**config.mk**
```make
export PLATFORM = sky130hd
export DESIGN_NAME = timer_compare_core
export DESIGN_NICKNAME = d
export VERILOG_FILES = /design/src/shared/timer_pkg.sv /design/src/shared/compare_unit_if.sv /design/src/hdl/timer_compare_core.sv /design/src/hdl/compare_output_unit.sv
export VERILOG_INCLUDE_DIRS = /design/src /design/src/shared
export SDC_FILE = /design/constraint.sdc
export NUM_CORES = 1
export LEC_CHECK = 0
export ABC_CLOCK_PERIOD_IN_PS = 5000
export BUFFER_PORTS_ARGS = -buffer_cell sky130_fd_sc_hd__buf_2
export CAP_MARGIN = 20
export CORE_MARGIN = 4
export CORE_UTILIZATION = 47
export CTS_BUF_LIST = sky130_fd_sc_hd__clkbuf_4 sky130_fd_sc_hd__clkbuf_8
export DETAILED_ROUTE_END_ITERATION = 16
export PLACE_DENSITY = 0.65
export SLEW_MARGIN = 20
export SYNTH_ARGS = -nofsm -noshare
export SYNTH_HDL_FRONTEND = slang
export SYNTH_HIERARCHICAL = 1
export SYNTH_SLANG_ARGS = --single-unit
```
**constraint.sdc**
```tcl
create_clock -name sys_clk -period 5 [get_ports sys_clk]
set_input_delay 0.25 -clock sys_clk [delete_from_list [all_inputs] [get_ports sys_clk]]
set_output_delay 0.25 -clock sys_clk [all_outputs]
set_load 0.1 [all_outputs]
```
**src/shared/timer_params.svh**
```systemverilog
// Register offsets, field positions, reset values and timing counts of the timer
`ifndef TIMER_PARAMS_SVH
`define TIMER_PARAMS_SVH

// ----------------------------------------------------------------------------
// Register offsets (data space)
// ----------------------------------------------------------------------------
`define IO_SPACE_OFFSET 8'h20
`define OFF_SYNC_PRESCALER_CTRL 8'h43
`define OFF_TIMER_CONTROL_A 8'h44
`define OFF_TIMER_CONTROL_B 8'h45
`define OFF_COUNT_VALUE 8'h46
`define OFF_COMPARE_VALUE_A 8'h47
`define OFF_COMPARE_VALUE_B 8'h48
`define OFF_TIMER_CONTROL_C 8'h49
`define OFF_FLAG_REG 8'h35
`define OFF_MASK_REG 8'h6e

// ----------------------------------------------------------------------------
// Field positions
// ----------------------------------------------------------------------------
`define BIT_SYNC_HOLD_MODE 7
`define BIT_ASYNC_PRESCALER_RESET 1
`define BIT_SYNC_PRESCALER_RESET 0
`define BIT_ACTION_A_HI 7
`define BIT_ACTION_B_HI 5
`define BIT_WAVE_HI_B 3
`define BIT_FORCE_A 7
`define BIT_OVERFLOW 0

// ----------------------------------------------------------------------------
// Reset values and counts
// ----------------------------------------------------------------------------
`define RST_REG 8'h00
`define COUNT_MAX 8'hff
`define COUNT_BOTTOM 8'h00
`define PRESCALE_BITS 10

`endif

```
**src/shared/timer_pkg.sv**
```systemverilog
// Types shared by the timer core and its compare output units
package timer_pkg;

  typedef enum logic [2:0] {
    WAVE_NORMAL = 3'b000,
    WAVE_PHASE_FF = 3'b001,
    WAVE_CLEAR_ON_MATCH = 3'b010,
    WAVE_FAST_FF = 3'b011,
    WAVE_RESERVED4 = 3'b100,
    WAVE_PHASE_A = 3'b101,
    WAVE_RESERVED6 = 3'b110,
    WAVE_FAST_A = 3'b111
  } waveform_select_t;

  typedef enum logic [1:0] {
    ACT_NONE = 2'b00,
    ACT_TOGGLE = 2'b01,
    ACT_CLEAR = 2'b10,
    ACT_SET = 2'b11
  } action_t;

  typedef enum logic [2:0] {
    CLK_STOP = 3'b000,
    CLK_DIV1 = 3'b001,
    CLK_DIV8 = 3'b010,
    CLK_DIV64 = 3'b011,
    CLK_DIV256 = 3'b100,
    CLK_DIV1024 = 3'b101,
    CLK_EXT_FALL = 3'b110,
    CLK_EXT_RISE = 3'b111
  } clock_select_t;

endpackage

```
**src/shared/compare_unit_if.sv**
```systemverilog
// Signals between the timer core and one compare output unit
`timescale 1ns/10ps
interface compare_unit_if;
  import timer_pkg::*;
  logic match;
  logic force_hit;
  action_t action;
  logic mode_fast;
  logic mode_phase;
  logic toggle_ok;
  logic count_down;
  logic bottom_hit;
  logic state;

  modport core (output match, force_hit, action, mode_fast, mode_phase, toggle_ok,
                output count_down, bottom_hit, input state);
  modport unit (input match, force_hit, action, mode_fast, mode_phase, toggle_ok,
                input count_down, bottom_hit, output state);
endinterface

```
**src/hdl/timer_compare_core.sv**
```systemverilog
// 8-bit timer with compare outputs, pin override and prescaler reset control
//
// Function
// A new output action takes effect at the first compare match after it.
// Action field zero leaves the output compare state unchanged on match.
// Force strobe in non-PWM modes applies the action immediately.
// Reset clears the output compare state.
// Nonzero action field puts compare state on the pin instead of port value.
// Pin drives only while direction selects output, whatever the mode.
// Output compare state survives changes of waveform mode.
// Three waveform bits across controls A and B choose the count sequence.
// Action field picks inverted/non-inverted PWM, or set/clear/toggle otherwise.
// Normal mode only counts up and wraps from max to zero.
// Overflow flag sets as count becomes zero; counting never clears it.
// Taking the overflow interrupt clears the overflow flag.
// Count register accepts software writes at any time in normal mode.
// Clear-on-match mode clears the count on match with compare A.
// Hold mode set keeps both prescaler reset bits as written.
// Hold mode cleared makes hardware clear both prescaler reset bits.
// Async prescaler reset self-clears, or holds while busy or hold mode.
// Sync prescaler reset hits the shared prescaler, self-clears unless hold.
// Software should not write count equal to compare or bottom downcounting.
// Software should set up compare state before enabling pin output.
// Control register sits at its data offset and offset minus 0x20.
// A count write blocks compare matches in the next timer tick.
// Forced compare sets no flag and leaves the counter alone.
// Every compare match sets its flag, which may request an interrupt.
`timescale 1ns/10ps
`include "timer_params.svh"
module timer_compare_core #(
  parameter int PRESCALE_WIDTH = `PRESCALE_BITS
) (
  input wire logic sys_clk,
  input wire logic arst_n,
  input wire logic [7:0] reg_addr,
  input wire logic reg_io_space,
  input wire logic reg_wr,
  input wire logic reg_rd,
  input wire logic [7:0] reg_wdata,
  output logic [7:0] reg_rdata,
  input wire logic [1:0] port_out_val,
  input wire logic [1:0] port_dir_out,
  input wire logic async_clock_mode,
  input wire logic async_reset_busy,
  input wire logic ovf_int_ack,
  input wire logic [1:0] cmp_int_ack,
  output logic [1:0] pin_out,
  output logic [1:0] pin_oe,
  output logic ovf_irq,
  output logic [1:0] cmp_irq,
  output logic async_prescaler_reset_req,
  output logic sync_prescaler_reset_req,
  output timer_pkg::waveform_select_t wave_mode
);
  import timer_pkg::*;

  if (PRESCALE_WIDTH < 10) begin : g_check
    $error("PRESCALE_WIDTH must be at least 10");
  end

  // --------------------------------------------------------------------------
  // Address decode
  // --------------------------------------------------------------------------
  function automatic logic [7:0] eff_addr(input logic [7:0] a, input logic io);
    eff_addr = io ? 8'(a + `IO_SPACE_OFFSET) : a;
  endfunction

  logic [7:0] addr;
  logic wr_gtc, wr_ca, wr_cb, wr_cc, wr_cnt, wr_cmp_a, wr_cmp_b, wr_flag, wr_mask;

  assign addr = eff_addr(reg_addr, reg_io_space);
  assign wr_gtc = reg_wr && (addr == `OFF_SYNC_PRESCALER_CTRL);
  assign wr_ca = reg_wr && (addr == `OFF_TIMER_CONTROL_A);
  assign wr_cb = reg_wr && (addr == `OFF_TIMER_CONTROL_B);
  assign wr_cc = reg_wr && (addr == `OFF_TIMER_CONTROL_C);
  assign wr_cnt = reg_wr && (addr == `OFF_COUNT_VALUE);
  assign wr_cmp_a = reg_wr && (addr == `OFF_COMPARE_VALUE_A);
  assign wr_cmp_b = reg_wr && (addr == `OFF_COMPARE_VALUE_B);
  assign wr_flag = reg_wr && (addr == `OFF_FLAG_REG);
  assign wr_mask = reg_wr && (addr == `OFF_MASK_REG);

  // --------------------------------------------------------------------------
  // Registers
  // --------------------------------------------------------------------------
  logic [7:0] timer_control_a;
  logic [7:0] timer_control_b;
  logic [7:0] count_value;
  logic [7:0] compare_value_a;
  logic [7:0] compare_value_b;
  logic [2:0] flag_reg;
  logic [2:0] mask_reg;
  logic sync_hold_mode, async_prescaler_reset, sync_prescaler_reset, count_down, block_match;
  logic [PRESCALE_WIDTH-1:0] presc_cnt;

  always_ff @(posedge sys_clk or negedge arst_n) begin
    if (!arst_n) begin
      timer_control_a <= `RST_REG;
      timer_control_b <= `RST_REG;
      compare_value_a <= `RST_REG;
      compare_value_b <= `RST_REG;
      mask_reg <= 3'h0;
    end else begin
      if (wr_ca) timer_control_a <= reg_wdata;
      if (wr_cb) timer_control_b <= reg_wdata;
      if (wr_cmp_a) compare_value_a <= reg_wdata;
      if (wr_cmp_b) compare_value_b <= reg_wdata;
      if (wr_mask) mask_reg <= reg_wdata[2:0];
    end
  end

  // --------------------------------------------------------------------------
  // Prescaler reset control
  // --------------------------------------------------------------------------
  logic [2:0] busy_sync;
  logic busy_level, next_hold, next_async_prs, next_sync_prs, sync_reset_now, async_reset_now;

  // Busy comes from the asynchronous timer's clock domain
  always_ff @(posedge sys_clk or negedge arst_n) begin
    if (!arst_n) begin
      busy_sync <= 3'h0;
      busy_level <= 1'b0;
    end else begin
      busy_sync <= {busy_sync[1:0], async_reset_busy};
      if (busy_sync[1] == busy_sync[2]) busy_level <= busy_sync[2];
    end
  end

  assign next_hold = wr_gtc ? reg_wdata[`BIT_SYNC_HOLD_MODE] : sync_hold_mode;
  // Hold mode keeps what was written; otherwise the bit self-clears
  assign next_sync_prs = next_hold &&
                         (wr_gtc ? reg_wdata[`BIT_SYNC_PRESCALER_RESET] : sync_prescaler_reset);
  // In async clock mode the async bit also lingers while the far prescaler reports its reset in progress
  assign next_async_prs = wr_gtc ?
      (reg_wdata[`BIT_ASYNC_PRESCALER_RESET] && (next_hold || async_clock_mode)) :
      (async_prescaler_reset && (sync_hold_mode || (async_clock_mode && busy_level)));
  assign sync_reset_now = sync_prescaler_reset ||
                          (wr_gtc && reg_wdata[`BIT_SYNC_PRESCALER_RESET]);
  assign async_reset_now = async_prescaler_reset ||
                           (wr_gtc && reg_wdata[`BIT_ASYNC_PRESCALER_RESET]);

  always_ff @(posedge sys_clk or negedge arst_n) begin
    if (!arst_n) begin
      sync_hold_mode <= 1'b0;
      sync_prescaler_reset <= 1'b0;
      async_prescaler_reset <= 1'b0;
      sync_prescaler_reset_req <= 1'b0;
      async_prescaler_reset_req <= 1'b0;
    end else begin
      sync_hold_mode <= next_hold;
      sync_prescaler_reset <= next_sync_prs;
      async_prescaler_reset <= next_async_prs;
      sync_prescaler_reset_req <= sync_reset_now;
      async_prescaler_reset_req <= async_reset_now;
    end
  end

  // --------------------------------------------------------------------------
  // Prescaler and timer tick
  // --------------------------------------------------------------------------
  clock_select_t clk_sel;
  logic tick;

  assign clk_sel = clock_select_t'(timer_control_b[2:0]);
  // External clock inputs are not part of this block; those selects stop the timer
  assign tick = !sync_reset_now && (
      (clk_sel == CLK_DIV1) ||
      (clk_sel == CLK_DIV8 && (&presc_cnt[2:0])) ||
      (clk_sel == CLK_DIV64 && (&presc_cnt[5:0])) ||
      (clk_sel == CLK_DIV256 && (&presc_cnt[7:0])) ||
      (clk_sel == CLK_DIV1024 && (&presc_cnt[9:0])));

  always_ff @(posedge sys_clk or negedge arst_n) begin
    if (!arst_n) begin
      presc_cnt <= '0;
    end else begin
      presc_cnt <= sync_reset_now ? '0 : presc_cnt + 1'b1;
    end
  end

  // --------------------------------------------------------------------------
  // Counter
  // --------------------------------------------------------------------------
  logic mode_fast, mode_phase, at_top, next_down, ovf_event;
  logic [7:0] top;
  logic [7:0] next_count;
  logic [1:0] match;
  waveform_select_t wave_mode_next;

  // Only the waveform bits shape the sequence
  assign wave_mode_next = waveform_select_t'({timer_control_b[`BIT_WAVE_HI_B],
                                              timer_control_a[1:0]});
  assign mode_fast = (wave_mode_next == WAVE_FAST_FF) || (wave_mode_next == WAVE_FAST_A);
  assign mode_phase = (wave_mode_next == WAVE_PHASE_FF) || (wave_mode_next == WAVE_PHASE_A);
  assign top = (wave_mode_next == WAVE_CLEAR_ON_MATCH || wave_mode_next == WAVE_PHASE_A ||
                wave_mode_next == WAVE_FAST_A) ? compare_value_a : `COUNT_MAX;
  assign at_top = (count_value == top);

  always_comb begin
    next_count = count_value;
    next_down = count_down;
    if (wr_cnt) begin
      next_count = reg_wdata;
    end else if (tick && mode_phase) begin
      if (!count_down && at_top) begin
        next_down = 1'b1;
        next_count = 8'(count_value - 1'b1);
      end else if (count_down && count_value == `COUNT_BOTTOM) begin
        next_down = 1'b0;
        next_count = 8'(count_value + 1'b1);
      end else begin
        next_count = count_down ? 8'(count_value - 1'b1) : 8'(count_value + 1'b1);
      end
    end else if (tick) begin
      next_down = 1'b0;
      // Normal mode: top is max, so this is a plain wrap
      next_count = at_top ? `COUNT_BOTTOM : 8'(count_value + 1'b1);
    end
  end

  // Overflow as the count reaches bottom (max->0 in normal and clear-on-match)
  assign ovf_event = tick && !wr_cnt && (mode_phase ?
      (count_down && count_value == `COUNT_BOTTOM) :
      (wave_mode_next == WAVE_CLEAR_ON_MATCH ? count_value == `COUNT_MAX : at_top));
  assign match[0] = tick && !block_match && (count_value == compare_value_a);
  assign match[1] = tick && !block_match && (count_value == compare_value_b);

  always_ff @(posedge sys_clk or negedge arst_n) begin
    if (!arst_n) begin
      count_value <= `COUNT_BOTTOM;
      count_down <= 1'b0;
      block_match <= 1'b0;
      wave_mode <= WAVE_NORMAL;
    end else begin
      count_value <= next_count;
      count_down <= next_down;
      // Held until a tick passes, even with the clock stopped
      block_match <= wr_cnt || (block_match && !tick);
      wave_mode <= wave_mode_next;
    end
  end

  // --------------------------------------------------------------------------
  // Flags and interrupt requests
  // --------------------------------------------------------------------------
  logic [2:0] flag_set;
  logic [2:0] flag_clr;

  assign flag_set = {match, ovf_event};
  assign flag_clr = (wr_flag ? reg_wdata[2:0] : 3'h0) |
                    {cmp_int_ack, ovf_int_ack};

  always_ff @(posedge sys_clk or negedge arst_n) begin
    if (!arst_n) begin
      flag_reg <= 3'h0;
      ovf_irq <= 1'b0;
      cmp_irq <= 2'h0;
    end else begin
      // A set in the same cycle as a clear wins
      flag_reg <= flag_set | (flag_reg & ~flag_clr);
      ovf_irq <= flag_reg[`BIT_OVERFLOW] && mask_reg[`BIT_OVERFLOW] && !ovf_int_ack;
      cmp_irq <= flag_reg[2:1] & mask_reg[2:1] & ~cmp_int_ack;
    end
  end

  // --------------------------------------------------------------------------
  // Compare output units and pin override
  // --------------------------------------------------------------------------
  logic [1:0] compare_output_state;
  logic [1:0] override;

  for (genvar g = 0; g < 2; g++) begin : g_unit
    compare_unit_if u_if();
    assign u_if.match = match[g];
    // Force never reaches the flags or the counter
    assign u_if.force_hit = wr_cc && reg_wdata[`BIT_FORCE_A-g];
    // Action read live, so a new field counts from the next match
    assign u_if.action = action_t'(timer_control_a[`BIT_ACTION_A_HI-2*g -: 2]);
    assign u_if.mode_fast = mode_fast;
    assign u_if.mode_phase = mode_phase;
    assign u_if.toggle_ok = (g == 0) && timer_control_b[`BIT_WAVE_HI_B];
    assign u_if.count_down = count_down;
    assign u_if.bottom_hit = tick && !wr_cnt && at_top;
    assign compare_output_state[g] = u_if.state;
    assign override[g] = |timer_control_a[`BIT_ACTION_A_HI-2*g -: 2];

    compare_output_unit u_unit (
      .sys_clk(sys_clk),
      .arst_n(arst_n),
      .bus(u_if.unit)
    );
  end

  always_ff @(posedge sys_clk or negedge arst_n) begin
    if (!arst_n) begin
      pin_out <= 2'h0;
      pin_oe <= 2'h0;
    end else begin
      // Mode plays no part in the override
      pin_out <= (override & compare_output_state) | (~override & port_out_val);
      pin_oe <= port_dir_out;
    end
  end

  // --------------------------------------------------------------------------
  // Read path; unmapped addresses and control C read as zero
  // --------------------------------------------------------------------------
  logic [7:0] read_mux;

  assign read_mux =
      (addr == `OFF_SYNC_PRESCALER_CTRL) ? {sync_hold_mode, 5'h00, async_prescaler_reset,
                                             sync_prescaler_reset} :
      (addr == `OFF_TIMER_CONTROL_A) ? timer_control_a :
      (addr == `OFF_TIMER_CONTROL_B) ? timer_control_b :
      (addr == `OFF_COUNT_VALUE) ? count_value :
      (addr == `OFF_COMPARE_VALUE_A) ? compare_value_a :
      (addr == `OFF_COMPARE_VALUE_B) ? compare_value_b :
      (addr == `OFF_FLAG_REG) ? {5'h00, flag_reg} :
      (addr == `OFF_MASK_REG) ? {5'h00, mask_reg} : 8'h00;

  always_ff @(posedge sys_clk or negedge arst_n) begin
    if (!arst_n) begin
      reg_rdata <= 8'h00;
    end else begin
      reg_rdata <= reg_rd ? read_mux : 8'h00;
    end
  end
endmodule

```
**src/hdl/compare_output_unit.sv**
```systemverilog
// Compare output state of one channel, updated on match, force or bottom
`timescale 1ns/10ps
module compare_output_unit (
  input wire logic sys_clk,
  input wire logic arst_n,
  compare_unit_if.unit bus
);
  import timer_pkg::*;

  logic next_state, toggled, plain_action, pwm;

  // --------------------------------------------------------------------------
  // Action selection
  // --------------------------------------------------------------------------
  assign toggled = ~bus.state;
  assign pwm = bus.mode_fast | bus.mode_phase;
  // Non-PWM action: set, clear or toggle as the action field says
  assign plain_action = (bus.action == ACT_TOGGLE) ? toggled :
                        (bus.action == ACT_SET);

  always_comb begin
    next_state = bus.state;
    if (bus.action == ACT_NONE) begin
      next_state = bus.state;
    end else if (bus.force_hit && !pwm) begin
      next_state = plain_action;
    end else if (bus.match && !pwm) begin
      next_state = plain_action;
    end else if (bus.match && bus.mode_fast) begin
      case (bus.action)
        ACT_TOGGLE: next_state = bus.toggle_ok ? toggled : bus.state;
        ACT_CLEAR: next_state = 1'b0;
        ACT_SET: next_state = 1'b1;
        default: next_state = bus.state;
      endcase
    end else if (bus.match && bus.mode_phase) begin
      case (bus.action)
        ACT_TOGGLE: next_state = bus.toggle_ok ? toggled : bus.state;
        ACT_CLEAR: next_state = bus.count_down;
        ACT_SET: next_state = ~bus.count_down;
        default: next_state = bus.state;
      endcase
    end else if (bus.bottom_hit && bus.mode_fast) begin
      case (bus.action)
        ACT_CLEAR: next_state = 1'b1;
        ACT_SET: next_state = 1'b0;
        default: next_state = bus.state;
      endcase
    end
  end

  // --------------------------------------------------------------------------
  // State flop; mode changes never touch it
  // --------------------------------------------------------------------------
  always_ff @(posedge sys_clk or negedge arst_n) begin
    if (!arst_n) begin
      bus.state <= 1'b0;
    end else begin
      bus.state <= next_state;
    end
  end
endmodule

```
* Word level (Yosys, flattened, before mapping)
Index checks and enable logic that the tools add are counted.
** Storage, ports and cells
- Bits in registers :: 87
- Word-level logic and storage cells :: 209
** Cells by class
- $add $sub $neg :: 4
- Eq/ne operators :: 33
- Mux-type cells :: 48
- Bitwise operators :: 18
- Reductions and logical operators :: 81
** Operators by type and width (number)
- $mux W8 :: 16
- $eq A8 B7 Y1 const B :: 8
- $logic_and A1 B1 Y1 :: 43
- $eq A8 B8 Y1 :: 3
- $mux W1 :: 22
- $logic_or A1 B1 Y1 :: 13
- $eq A3 B2 Y1 const B :: 4
- $eq A3 B3 Y1 const B :: 4
- $ne A6 B2 Y1 const B :: 2
- $add A10 B1 Y10 const B :: 1
- $mux W10 :: 1
- $reduce_and A10 Y1 :: 1
- $reduce_bool A5 Y1 :: 2
- $mux W3 :: 3
- $reduce_and A3 Y1 :: 3
- $add A8 B1 Y8 const B :: 1
- $add A8 B6 Y8 const B :: 1
- $and A2 B2 Y2 :: 4
- $eq A2 B2 Y1 const B :: 4
- $eq A8 B6 Y1 const B :: 1
- $eq A8 B8 Y1 const B :: 1
- $logic_not A8 Y1 :: 1
- $pmux W1 S2 :: 4
- $reduce_and A8 Y1 :: 1
- other kinds (22) :: 40

* Depth between registers and ports, before layout
- Word-level depth :: 16
- Mapped depth :: 13
- Gate-level depth less buffers :: 12

* Hierarchy
The synthesis kept the hierarchy.
** Modules (own cells, without submodules)
- timer_compare_core :: times used 1, cells each 440, area each 4515.6 um^2
- compare_output_unit :: times used 2, cells each 18, area each 137.6 um^2

* Least setup slack after synthesis
No wires, ideal clock.
- Kind :: register -> register
- Start :: register presc_cnt[0]
- End :: register g_unit[0].u_unit.bus.state
- Setup time :: 126 ps
- Arrival :: 2697 ps
- Data required time :: 4874 ps
- Slack :: 2177 ps
- Stages on the path, launching flop included :: 13
- Buffers on the path :: 1
- Period minus slack after synthesis :: 2823 ps
- Cells stage by stage :: dfrtp_1 ha_1 nand3_1 nor2_1 nand3_1 o22ai_1 nand2_2 buf_6 nor4_1 nand4b_1 nand2_1 o22ai_1 a221o_1
** On the way
- Cells in the longest elaborated chain, start to end :: 14
- Elaborated cells between the ends (all ways) :: 30
- Classes of those cells :: eq/ne: 2; mux: 4; reduce/logical: 24
** Ends and longest elaborated chain
- start: declaration :: line timer_compare_core.sv:93 : logic [PRESCALE_WIDTH-1:0] presc_cnt;
- start signal: assignment :: line timer_compare_core.sv:176 : presc_cnt <= sync_reset_now ? '0 : presc_cnt + 1'b1;
- $reduce_and A3 Y1 :: line timer_compare_core.sv:167 : (clk_sel == CLK_DIV8 && (&presc_cnt[2:0])) ||
- $logic_and A1 B1 Y1 :: line timer_compare_core.sv:167
- $logic_or A1 B1 Y1 :: line timer_compare_core.sv:166 : (clk_sel == CLK_DIV1) ||
- $logic_or A1 B1 Y1 :: line timer_compare_core.sv:167
- $logic_or A1 B1 Y1 :: line timer_compare_core.sv:168 : (clk_sel == CLK_DIV64 && (&presc_cnt[5:0])) ||
- $logic_or A1 B1 Y1 (*) :: line timer_compare_core.sv:169 : (clk_sel == CLK_DIV256 && (&presc_cnt[7:0])) ||
- $logic_and A1 B1 Y1 (*) :: line timer_compare_core.sv:165 : assign tick = !sync_reset_now && (
- $logic_and A1 B1 Y1 (*) (2 in series) :: line timer_compare_core.sv:224 : assign match[0] = tick && !block_match && (count_value == compare_value_a);
- named net g_unit[0].u_if.match :: line compare_unit_if.sv:5 : logic match;
- $logic_and A1 B1 Y1 :: line compare_output_unit.sv:36 : end else if (bus.match && bus.mode_phase) begin
- $mux W1 :: line compare_output_unit.sv:36
- $mux W1 :: line compare_output_unit.sv:29 : end else if (bus.match && bus.mode_fast) begin
- $mux W1 :: line compare_output_unit.sv:27 : end else if (bus.match && !pwm) begin
- $mux W1 :: line compare_output_unit.sv:25 : end else if (bus.force_hit && !pwm) begin
- end signal: assignment :: line compare_output_unit.sv:59 : bus.state <= next_state;
- end: declaration :: line compare_unit_if.sv:18 : input count_down, bottom_hit, output state);
Mark *: on every way through the listed nets, which the timed path passes. The rest lies on a longest branch.
A chain may end at the register's enable or synchronous reset.

* Worst setup path in the final report
Same ends and word-level chain as after synthesis.

==> metrics.cfg <==
[outcome]
outcome = finished, final reports clean

[synthesis]
ys_types = 76
netlist_area_um2 = 4791
synthMuxAreaShare = 0.1133
synthCells = 476
yosysWarnings = 6
synth-edff-count = 0
synthArstFlopShare = 1.000
synth_compound_area_frac = 0.1635
synth_seq_cells = 87
yosys.area_share.xor_xnor = 0.03473
synthAdderAreaFrac = 0.01515
ys.flop_type = dfrtp_1
synth_seq_area_share = 0.4544
avgSynthCellArea_um2 = 10.06
synth_top_family_by_area = simple AND/OR/NAND/NOR gates
synthSimpleGateAreaFrac = 0.1846

[setup_path]
cp-end-kind = register
worstPathArrival_ns = 3.87
cp_data_required_time_ns = 5.26
cp_max_fo = 11
crit_type = reg2reg
crit_family = simple AND/OR/NAND/NOR gates
crit_chain = ha_1 -> nand3_1 -> nor2_1 -> nand3_1 -> o22ai_1 -> nand2_2 -> nor4_1 -> nand4b_1 -> nand2_1 -> o22ai_1 -> a221o_1
slowest_delay_ns = 1.04
worst-path-buf-inv = 0
startpoint_type = register
reg2reg_slack_ns = 1.39
critPathSlowestCell = nor4_1

[final_layout]
drive_gt1_frac = 0.2298
regArea_um2 = 2177
multi_input_area_um2 = 2457
num_antenna_cells = 0
largest_reg_flops = 10
nets = 561
area_growth_pct = 12.22
regMostFlops = presc_cnt
fillers = 905

[floorplanning]
die-area_um2 = 11870
row_count = 36
fp.dieW_um = 109.0
ios = 50
core_um2 = 9864
die_h_um = 109.0
start_util = 0.4857

[routing]
routed_wirelength_mm = 12.00
ant_nets = 0
dr.pass1.iters = 7
drt-initial-drc-count = 270
vias = 3896
post_drt_wl_per_cell_um = 18.08
drc = 0
via_per_inst = 5.867

[clock_network]
cts_tree = built
ctsHoldBuffers = 4
cts_sinks = 87
clk_latency_ns = 0.37
cts.clk_slew.worst_paths_ns = 0.11
root_buffer = clkbuf_8
clockBufferDepth = 2
post_cts_buffers = 0
numCtsBuffers = 9
ctsHtreeMaxLevel = 3
post_cts_resized = 0

[global_route]
antenna_found_initial = 0
grt_max_degree = 52
grt_first_pass_wirelength_mm = 19.63
grt_overflow = 0
grt_pass1_vias = 3779
grt_usage = 0.2149

[run]
max-cap-violations = 0

[sta]
fmax_ghz = 0.2771
period_needed_ns = 3.609
tns_ns = 0
period_share = 0.7219
rsz0062_at_grt = no
worst_pin_slew_ns = 1.189
skew_ns = 0.01405
slew_violations = 0
hold_viol = 0
setup_ws_ns = 1.391
setup_violations = 0
relSlewSlack = 0.1999

[place]
dp_worst_setup_slack_ns = 1.497
gp_congestion = 0.8870
portBuffers = 49
dpl.hpwl_mm = 8.873

[power_and_ir_drop]
power_density_nw_per_um2 = 305.0
p_leak_nw = 2.404
ir_worst_vdd_mv = 0.1977

[worst_hold_path]
hp-class = in2reg

==> through the flow <==
stage	total power (W)	utilization	hold slack (ns)	std cells	area, µm²
6_report	0.001640	0.5450	0.1059	664	5376
3_3_place_gp	0.001153	0.5205	0.2414	643	5135
5_1_grt	0.001732	0.5450	0.09804	664	5376
3_5_place_dp	0.001157	0.5205	0.2455	643	5135
4_1_cts	0.001648	0.5445	0.09727	663	5371
2_1_floorplan	0.001059	-	-0.04559	477	4795
==> worst register-to-register path, stage by stage, from the launching register on <==
cell	delay [ns]
dfrtp_1	0.41
ha_1	0.19
nand3_1	0.13
nor2_1	0.20
nand3_1	0.16
o22ai_1	0.35
nand2_2	0.27
nor4_1	1.05
nand4b_1	0.24
nand2_1	0.15
o22ai_1	0.08
a221o_1	0.29
==> cell type report <==
type / instances / share of cell area
clock inverters: 7 / 0.01350
flip-flops and latches: 87 / 0.4049
inverters: 17 / 0.01187
well taps: 133 / 0.03095
repair buffers: 57 / 0.05865
clock buffers: 9 / 0.02304
multi-input cells: 354 / 0.4571
==> synth_stat cells (4+ instances only) <==
library cell	instances	area, µm²
ha_1	5	62.56
inv_1	16	60.06
nor2b_1	5	31.28
mux2_2	29	326.6
nor3_1	5	25.02
xor2_1	4	35.03
o21a_1	6	45.04
a21o_1	4	30.03
mux4_2	6	135.1
nand3_1	16	80.08
dfrtp_1	87	2177
a221o_1	4	40.04
nand2b_1	6	37.54
o211ai_1	4	30.03
nor2_1	40	150.1
and3_1	5	31.28
xnor2_1	15	131.4
clkbuf_1	5	18.77
o21ai_0	25	125.1
a21oi_1	13	65.06
nand2_1	53	198.9
mux2i_1	7	70.07
nand4_1	10	62.56
a22oi_1	9	67.56
o22ai_1	5	31.28
buf_2	11	55.05
and2_1	6	37.54
==> routing by layer <==
metal / up-vias / part of all wire / GRT usage
met5: - / 0 / 0
met4: 0 / 0.013 / 0.06132
met3: 16 / 0.049 / 0.03848
met2: 104 / 0.49 / 0.3566
met1: 1937 / 0.45 / 0.2893
li1: 1839 / - / -
==> path summary, 6_finish.rpt <==
path / cells past startpoint / endpoint / startpoint
setup / recovery: 11 / g_unit[0].u_unit/bus.state / presc_cnt[0]
hold / removal: 2 / pin_out[1] / port_out_val[1]
setup reg to reg: 11 / g_unit[0].u_unit/bus.state / presc_cnt[0]
hold reg to reg: 0 / busy_sync[1] / busy_sync[0]
max in group asynchronous: 3 / compare_value_a[7] / arst_n
min in group asynchronous: 2 / wave_mode[2] / arst_n
==> cell usage in the layout, fill, tap and decap left out, types with 4 or more instances in the layout <==
| master | synthesis | layout |
|---|---|---|
| a21o_1 | 4 | 4 |
| a21oi_1 | 13 | 13 |
| a221o_1 | 4 | 4 |
| a22oi_1 | 9 | 9 |
| and2_1 | 6 | 6 |
| and3_1 | 5 | 5 |
| buf_2 | 11 | 48 |
| buf_4 | 1 | 4 |
| clkbuf_8 | 0 | 9 |
| dfrtp_1 | 87 | 87 |
| dlygate4sd3_1 | 0 | 4 |
| ha_1 | 5 | 5 |
| inv_1 | 16 | 16 |
| mux2_2 | 29 | 29 |
| mux2i_1 | 7 | 7 |
| mux4_2 | 6 | 6 |
| nand2_1 | 53 | 53 |
| nand2b_1 | 6 | 6 |
| nand3_1 | 16 | 16 |
| nand4_1 | 10 | 10 |
| nor2_1 | 40 | 40 |
| nor2b_1 | 5 | 5 |
| nor3_1 | 5 | 5 |
| o211ai_1 | 4 | 4 |
| o21a_1 | 6 | 6 |
| o21ai_0 | 25 | 25 |
| o22ai_1 | 5 | 5 |
| xnor2_1 | 15 | 15 |
| xor2_1 | 4 | 4 |
==> power breakdown <==
part | internal, W | switching, W
sequential | 0.000765 | 0.0000770
clock | 0.000195 | 0.000296
combinational | 0.000127 | 0.000179
==> cell families after synthesis <==
group	after synthesis
simple gates	175
compound gates	109
flops	87
mux	43
buf+inv	36
xor+xnor	19
fa+ha+maj	6
other cells	1
(Power assumes the default switching activity.)
